--- src/rtl/instruction_operand_decoder_map.vh ---
// Field positions, class codes and opcode groupings for the operand decoder
`ifndef INSTRUCTION_OPERAND_DECODER_MAP_VH
`define INSTRUCTION_OPERAND_DECODER_MAP_VH

// ****************************************
// Word layout
// ****************************************
`define WORD_W            24
`define OPC_HI            23
`define OPC_LO            16
`define OPC_W             8

// ****************************************
// Class codes
// ****************************************
`define CLASS_W           3
`define CLASS_WORD_BYTE   3'h0
`define CLASS_BIT         3'h1
`define CLASS_LITERAL     3'h2
`define CLASS_DSP         3'h3
`define CLASS_CONTROL     3'h4

// ****************************************
// Opcode groups (upper nibble of the opcode)
// ****************************************
`define GRP_CTRL          4'h0
`define GRP_LIT_MOVE      4'h2
`define GRP_DEFAULT_WORKING_REGISTER_A        4'h4
`define GRP_DEFAULT_WORKING_REGISTER_B        4'h5
`define GRP_DEFAULT_WORKING_REGISTER_C        4'h6
`define GRP_DEFAULT_WORKING_REGISTER_D        4'h7
`define GRP_BIT_A         4'ha
`define GRP_LIT_ALU       4'hb
`define GRP_DSP_MAC       4'hc
`define GRP_DSP_OTHER     4'hd
`define GRP_FILE          4'he
`define GRP_BIT_B         4'hf

// Two-word opcodes (long goto, long call, double move) and table access opcodes
`define OPC_GOTO2         8'h04
`define OPC_CALL2         8'h02
`define OPC_MOVD2         8'h08
`define OPC_TBL_LO        8'hba
`define OPC_TBL_HI        8'hbb

// ****************************************
// Operand fields
// ****************************************
`define BASE_HI           14
`define BASE_LO           11
`define DMOD_HI           10
`define DMOD_LO           8
`define DST_HI            10
`define DST_LO            7
`define SMOD_HI           6
`define SMOD_LO           4
`define SRC_HI            3
`define SRC_LO            0
`define FILE_HI           12
`define FILE_LO           0
`define FILE_DIR_BIT      13
`define BITNUM_HI         15
`define BITNUM_LO         12
`define BIT_IND_BIT       11
`define BIT_FILE_BIT      7
`define LIT_HI            15
`define LIT_LO            4
`define ACC_BIT           15
`define XPF_HI            13
`define XPF_LO            12
`define YPF_HI            11
`define YPF_LO            10
`define WB_DST_HI         9
`define WB_DST_LO         8
`define SHIFT_HI          5
`define SHIFT_LO          0
`define SHIFT_REG_BIT     6
`define TBL_MODE_HI       15
`define TBL_MODE_LO       14
`define WORK0             4'h0

`endif

--- src/rtl/second_word_hold.v ---
// Holding register for the first half of a two-word instruction
`timescale 1ns/1ns
`include "instruction_operand_decoder_map.vh"
module second_word_hold (
    input  wire                 clk,
    input  wire                 rst,
    input  wire                 load,
    input  wire [`WORD_W-1:0]   word_in,
    output reg  [`WORD_W-1:0]   word_out
);
    always @(posedge clk) begin
        if (rst) begin
            word_out <= 24'h000000;
        end else if (load) begin
            word_out <= word_in;
        end
    end
endmodule // second_word_hold

--- src/rtl/instruction_operand_decoder.v ---
// Program word classifier and operand field extractor
//
// How it works
// - An ordinary instruction is one 24-bit word decoded from that word alone.
// - Three opcodes span two words and are held until the second word arrives.
// - The top 8 bits are the opcode and the rest carry operand fields.
// - Every instruction is sorted into word/byte, bit, literal, DSP or control class.
// - Working-register word/byte ops give base source, modified second source and modified destination.
// - File-register ops give a file address and a destination selector.
// - The selector sends the result to the file register or to working register zero.
// - Bit ops give a register or file target and a literal or register-held bit number.
// - Literal moves give a constant and a register or file target.
// - Literal ALU ops give a base source, a literal and a destination only if it differs.
// - MAC ops always name accumulator A or B plus operands, prefetches and write-back.
// - Other DSP ops give accumulator, modified operand and a register or literal shift.
// - Control ops give a program address and the table access mode.
`timescale 1ns/1ns
`include "instruction_operand_decoder_map.vh"
module instruction_operand_decoder (
    input  wire                 clk,
    input  wire                 rst,
    input  wire                 word_valid,
    input  wire [`WORD_W-1:0]   word,
    output reg                  insn_valid,
    output reg  [`CLASS_W-1:0]  insn_class,
    output reg  [`OPC_W-1:0]    opcode,
    output reg                  two_word,
    output reg  [`WORD_W-1:0]   second_word,
    output reg  [3:0]           base_source_register,
    output reg                  base_valid,
    output reg  [3:0]           second_source_register,
    output reg  [2:0]           second_source_mode,
    output reg                  source_valid,
    output reg  [3:0]           destination_register,
    output reg  [2:0]           destination_mode,
    output reg                  destination_valid,
    output reg  [12:0]          file_address,
    output reg                  file_valid,
    output reg                  result_to_file,
    output reg  [3:0]           bit_number,
    output reg                  bit_number_indirect,
    output reg  [15:0]          literal,
    output reg                  literal_valid,
    output reg                  accumulator_b,
    output reg  [1:0]           x_prefetch,
    output reg  [1:0]           y_prefetch,
    output reg  [1:0]           writeback_dest,
    output reg  [5:0]           shift_amount,
    output reg                  shift_by_register,
    output reg  [3:0]           shift_amount_register,
    output reg  [22:0]          program_address,
    output reg  [1:0]           table_mode
);

    // ****************************************
    // Two-word sequencing
    // ****************************************
    localparam ST_FIRST  = 1'b0;
    localparam ST_SECOND = 1'b1;

    reg                 state;
    reg                 next_state;
    wire [`WORD_W-1:0]  held_word;
    wire [`OPC_W-1:0]   opc = word[`OPC_HI:`OPC_LO];
    wire                is_long = (opc == `OPC_GOTO2) || (opc == `OPC_CALL2) ||
                                  (opc == `OPC_MOVD2);
    // A long opcode in the second slot is payload, never a new start
    wire                start_long = word_valid && (state == ST_FIRST) && is_long;

    second_word_hold second_word_hold_i (
        .clk      (clk),
        .rst      (rst),
        .load     (start_long),
        .word_in  (word),
        .word_out (held_word)
    );

    always @* begin
        next_state = state;
        case (state)
            ST_FIRST: begin
                if (start_long) begin
                    next_state = ST_SECOND;
                end
            end
            ST_SECOND: begin
                if (word_valid) begin
                    next_state = ST_FIRST;
                end
            end
            default: begin
                next_state = ST_FIRST;
            end
        endcase
    end

    // Decode always looks at the first word; second word only adds payload
    wire [`WORD_W-1:0] dw = (state == ST_SECOND) ? held_word : word;
    wire [`OPC_W-1:0]  dop = dw[`OPC_HI:`OPC_LO];
    wire [3:0]         dgrp = dop[7:4];
    wire               finish = word_valid && !start_long;

    // ****************************************
    // Classification
    // ****************************************
    reg [`CLASS_W-1:0] next_class;
    // Table access opcodes sit in the literal ALU group but count as control
    always @* begin
        case (dgrp)
            `GRP_DEFAULT_WORKING_REGISTER_A, `GRP_DEFAULT_WORKING_REGISTER_B, `GRP_DEFAULT_WORKING_REGISTER_C, `GRP_DEFAULT_WORKING_REGISTER_D, `GRP_FILE:
                next_class = `CLASS_WORD_BYTE;
            `GRP_BIT_A, `GRP_BIT_B:
                next_class = `CLASS_BIT;
            `GRP_LIT_MOVE, `GRP_LIT_ALU:
                next_class = ((dop == `OPC_TBL_LO) || (dop == `OPC_TBL_HI)) ?
                             `CLASS_CONTROL : `CLASS_LITERAL;
            `GRP_DSP_MAC, `GRP_DSP_OTHER:
                next_class = `CLASS_DSP;
            default:
                next_class = `CLASS_CONTROL;
        endcase
    end

    // ****************************************
    // Operand field helpers
    // ****************************************
    wire is_default_working_register  = (dgrp >= `GRP_DEFAULT_WORKING_REGISTER_A) && (dgrp <= `GRP_DEFAULT_WORKING_REGISTER_D);
    wire is_file  = (dgrp == `GRP_FILE);
    wire is_bit   = (next_class == `CLASS_BIT);
    wire is_lmove = (dgrp == `GRP_LIT_MOVE);
    wire is_lalu  = (next_class == `CLASS_LITERAL) && !is_lmove;
    wire is_mac   = (dgrp == `GRP_DSP_MAC);
    wire is_dsp2  = (dgrp == `GRP_DSP_OTHER);
    wire is_ctrl  = (next_class == `CLASS_CONTROL);
    wire [3:0] f_base = dw[`BASE_HI:`BASE_LO];
    wire [3:0] f_dst  = dw[`DST_HI:`DST_LO];
    wire       bit_in_file = dw[`BIT_FILE_BIT];

    // ****************************************
    // Output registers
    // ****************************************
    always @(posedge clk) begin
        if (rst) begin
            // Reset also drops a long instruction left half fetched
            state                  <= ST_FIRST;
            insn_valid             <= 1'b0;
            insn_class             <= `CLASS_CONTROL;
            opcode                 <= 8'h00;
            two_word               <= 1'b0;
            second_word            <= 24'h000000;
            base_source_register   <= 4'h0;
            base_valid             <= 1'b0;
            second_source_register <= 4'h0;
            second_source_mode     <= 3'h0;
            source_valid           <= 1'b0;
            destination_register   <= 4'h0;
            destination_mode       <= 3'h0;
            destination_valid      <= 1'b0;
            file_address           <= 13'h0000;
            file_valid             <= 1'b0;
            result_to_file         <= 1'b0;
            bit_number             <= 4'h0;
            bit_number_indirect    <= 1'b0;
            literal                <= 16'h0000;
            literal_valid          <= 1'b0;
            accumulator_b          <= 1'b0;
            x_prefetch             <= 2'h0;
            y_prefetch             <= 2'h0;
            writeback_dest         <= 2'h0;
            shift_amount           <= 6'h00;
            shift_by_register      <= 1'b0;
            shift_amount_register  <= 4'h0;
            program_address        <= 23'h000000;
            table_mode             <= 2'h0;
        end else begin
            state      <= next_state;
            insn_valid <= finish;
            // Fields move only with an answer and hold in between
            if (finish) begin
                insn_class  <= next_class;
                opcode      <= dop;
                two_word    <= (state == ST_SECOND);
                second_word <= (state == ST_SECOND) ? word : 24'h000000;
                // Base source never carries an address mode
                base_source_register <= f_base;
                base_valid   <= is_default_working_register || is_lalu || (is_bit && dw[`BIT_IND_BIT]);
                second_source_register <= dw[`SRC_HI:`SRC_LO];
                second_source_mode     <= dw[`SMOD_HI:`SMOD_LO];
                source_valid <= is_default_working_register || (is_bit && !bit_in_file) || is_dsp2 ||
                                is_mac;
                // File ops name the default working register; the selector decides
                destination_register <= is_file ? `WORK0 :
                                        (is_lmove ? dw[`SRC_HI:`SRC_LO] : f_dst);
                destination_mode     <= is_default_working_register ? dw[`DMOD_HI:`DMOD_LO] : 3'h0;
                // Literal ALU ops skip the destination when it equals the base
                destination_valid <= is_default_working_register || (is_lalu && (f_dst != f_base)) ||
                                     (is_lmove && !dw[`FILE_DIR_BIT]) ||
                                     (is_file && !dw[`FILE_DIR_BIT]);
                file_address <= dw[`FILE_HI:`FILE_LO];
                file_valid   <= is_file || (is_bit && bit_in_file) ||
                                (is_lmove && dw[`FILE_DIR_BIT]);
                result_to_file <= (is_file || is_lmove) && dw[`FILE_DIR_BIT];
                bit_number          <= dw[`BITNUM_HI:`BITNUM_LO];
                bit_number_indirect <= is_bit && dw[`BIT_IND_BIT];
                literal       <= is_lmove ? dw[19:4] : {4'h0, dw[`LIT_HI:`LIT_LO]};
                literal_valid <= is_lmove || is_lalu;
                accumulator_b <= (is_mac || is_dsp2) && dw[`ACC_BIT];
                x_prefetch     <= is_mac ? dw[`XPF_HI:`XPF_LO] : 2'h0;
                y_prefetch     <= is_mac ? dw[`YPF_HI:`YPF_LO] : 2'h0;
                writeback_dest <= is_mac ? dw[`WB_DST_HI:`WB_DST_LO] : 2'h0;
                shift_by_register     <= is_dsp2 && dw[`SHIFT_REG_BIT];
                shift_amount          <= dw[`SHIFT_HI:`SHIFT_LO];
                shift_amount_register <= dw[`SRC_HI:`SRC_LO];
                // Long forms take the upper address bits from the second word
                program_address <= (state == ST_SECOND) ?
                                   {word[6:0], dw[15:0]} : {7'h00, dw[15:0]};
                table_mode <= is_ctrl ? dw[`TBL_MODE_HI:`TBL_MODE_LO] : 2'h0;
            end
        end
    end
endmodule // instruction_operand_decoder

--- config.mk ---
export PLATFORM = sky130hd
export DESIGN_NAME = instruction_operand_decoder
export DESIGN_NICKNAME = d
export VERILOG_FILES = /design/src/rtl/second_word_hold.v /design/src/rtl/instruction_operand_decoder.v
export VERILOG_INCLUDE_DIRS = /design/src /design/src/rtl
export SDC_FILE = /design/constraint.sdc
export NUM_CORES = 1
export LEC_CHECK = 0
export ABC_AREA = 1
export BUFFER_PORTS_ARGS = -buffer_cell sky130_fd_sc_hd__buf_2
export CAP_MARGIN = 15
export CORE_MARGIN = 2
export CORE_UTILIZATION = 50
export DETAILED_ROUTE_END_ITERATION = 10
export PLACE_DENSITY = 0.89
export REMOVE_ABC_BUFFERS = 1
export SLEW_MARGIN = 20
export SYNTH_ARGS = -nofsm -noshare
export SYNTH_HDL_FRONTEND = slang
export SYNTH_SLANG_ARGS = --single-unit
--- constraint.sdc ---
create_clock -name clk -period 1.7 [get_ports clk]
set_input_delay 0.425 -clock clk [delete_from_list [all_inputs] [get_ports clk]]
set_output_delay 0.425 -clock clk [all_outputs]
set_load 0.01 [all_outputs]
==> results.cfg <==
[status]
outcome = finished clean

[routing]
drc = 0
met3_wirelength_um = 756
wl_mm = 12.0
wire_per_inst_um = 12.9
first_iter_violations = 203
via_per_inst = 4.99
wl_met2_mm = 5.94
antenna_left = 0
highest_layer = met4
drt_pass1_iterations = 5
wl_met1_mm = 5.16
num_vias = 4634

[finish]
area_growth_pct = 18.4
final_cells = 929
n_antenna_cell = 0
fillCellCount = 918
fin_nets = 818
stdcell_area_mm2 = 0.00580
ff_latch_area_mm2 = 0.00213
drive_gt1_share_pct = 29.1
multi_input_area_mm2 = 0.00199

[setup_path]
cp_max_fo = 17
setup.worst_path.start_class = flop
path_class = reg -> reg
cp.arrival_ps = 1880
critPathRequiredTime_ps = 1990
worst_setup_path_end_kind = flop

[place]
post-place-ws_ps = -66.5
gp_congestion = 0.855
place_hpwl_mm = 8.45
dp_cells = 912
io_buffers = 164
placed_cell_area_mm2 = 0.00554

[cts]
cts_inserted_buffers = 9
cts_tree = built
clockRootBuffer = clkbuf_8
clk-insertion-delay-late_ps = 370
cts_hold_buf = 0
clock-sinks = 106
htreeDepth = 3
clk_pin_slew_ps = 100
clock_path_buffers = 2

[grt]
grt_start_max_net_pins = 64
track_usage_pct = 22.3
grt_pass1_vias = 3980
grt_pass1_wl_mm = 18.7
antenna_found_initial = 0
overflow = 0

[synthesis]
syn_area_mm2 = 0.00490
yosysSeqAreaShare_pct = 43.3
synth_cell_type_count = 24
synth_warnings = 0
syn_area_per_cell_um2 = 7.18
netlist_instances = 682
synth_seq_cells = 106

[sta]
finalHoldViolCount = 0
clock.fmax_ghz = 0.630
final.period_utilization_pct = 93.4
skew_ps = 12.1
slew_violations = 0
maxSlewHeadroom_pct = 73.2
worst_pin_slew_ps = 398
setup_ws_ps = 113
setup_viol = 0
worst_hold_slack_ps = 305
period_needed_ps = 1590

[power_and_ir_drop]
comb_power_share_pct = 13.5
p_seq_share_pct = 53.2
p_leak_nw = 2.83
clkPwrFrac_pct = 33.3
powerDensity_mw_per_mm2 = 841
ir_drop_mv = 0.511
p_int_mw = 3.54
switching_share_pct = 27.5
p_sw_mw = 1.34

[floorplan]
fp.coreArea_mm2 = 0.00964
rows = 36
die_area_mm2 = 0.0106
io_pins = 165
chipHeight_um = 103
initial_core_util_pct = 50.8
die_w_um = 103

[min_path]
hp-class = in -> reg

[flow_run]
drv_cap = 0
-- timing repair --
action                     4_1_cts  5_1_grt
setup endpoints to repair        1       65
buffers inserted                 0        1
pin swaps                        0        1
resized for setup                1       16
-- worst paths after layout --
path / from / slack (ps) / cells past startpoint / end
min reg2reg: second_word_hold_i.word_out[16] / 460 / 2 / second_word_hold_i.word_out[16]
max reg2reg: state / 110 / 8 / literal_valid
min: word[6] / 310 / 3 / second_word_hold_i.word_out[6]
max: state / 110 / 8 / literal_valid
-- cells in the final DEF, fill, tap and decap left out, drive strengths merged --
cell      instances
dfxtp           106
clkinvlp          1
nor3              3
nand4             3
mux2i             4
a21oi            84
o21a              1
buf             194
inv              46
o21ai            56
clkinv            2
nand2           185
nand3            42
nor2             58
bufinv            1
clkbuf           10
-- state kept, by name, summed over array words and instances (netlist names), 2 cells and up --
name	flops
opcode	8
writeback_dest	2
base_source_register	3
second_source_mode	2
insn_class	3
y_prefetch	2
second_word	24
x_prefetch	2
file_address	9
second_word_hold_i.word_out	24
literal	5
destination_mode	3
destination_register	4
table_mode	2
-- power by group through the flow --
stage	clock [mW]	combinational, mW	sequential, mW
6_report	1.63	0.658	2.59
5_1_grt	1.75	0.730	2.61
4_1_cts	1.65	0.651	2.59
3_5_place_dp	0	0.648	2.65
3_3_place_gp	0	0.637	2.65
2_1_floorplan	0	0.235	2.73
-- synthesized netlist by cell type --
cell	number	area share, %
nand2_1	182	14
dfxtp_1	106	43
a21oi_1	84	8.6
buf_4	65	10
nor2_1	51	3.9
o21ai_0	49	5.0
inv_1	42	3.2
nand3_1	41	4.2
clkbuf_1	13	1.0
buf_2	11	1.1
o21ai_1	6	0.61
buf_6	5	1.1
nor2_2	5	0.64
mux2i_1	4	0.82
nand4_1	3	0.38
nor3_1	3	0.31
buf_1	2	0.15
inv_2	2	0.15
nand2_2	2	0.26
nor2_4	2	0.46
nand2_4	1	0.23
nand3_2	1	0.20
o21a_1	1	0.15
o21ai_2	1	0.18
-- per-layer routing --
layer	track usage [%]	up-vias
li1	-	2338
met1	28.7	2144
met2	38.2	141
met3	4.54	11
met4	6.28	0
met5	0	-
-- cells by family (layout without fill, tap and decap cells) --
group	Yosys count	in the layout	synth area share, %
and+or+nand+nor	291	291	24.5
AOI/OAI and AO/OA	141	141	14.5
DFF	106	106	43.3
buffers and inverters	140	254	16.8
muxes	4	4	0.818
-- area by class of cell --
| cell class | count | share of cell area, % |
|---|---|---|
| multi-input combinational | 436 | 34.3 |
| sequential | 106 | 36.7 |
| clock inverter | 6 | 1.25 |
| timing repair buffer | 194 | 19.7 |
| tap | 133 | 2.87 |
| inverter | 44 | 2.89 |
| clock buffer | 10 | 2.37 |
-- stage by stage --
step / util [%] / TNS, ps / total power, mW
5_1_grt: 60.2 / -0.190 / 5.08
3_5_place_dp: 57.5 / -871 / 3.30
2_1_floorplan: - / -138270 / 2.96
4_1_cts: 59.7 / 0 / 4.90
6_report: 60.2 / 0 / 4.88
3_3_place_gp: 57.5 / 0 / 3.29
-- worst max-delay path: stages, from the launching register on --
cell and delay (ps):
dfxtp_4 400, inv_4 110, nand2_1 80, nor2_2 140, nand3_2 150, nand2_8 180
buf_4 210, nand2_1 70, a21oi_1 170
Power figures use the tool's default switching activity.
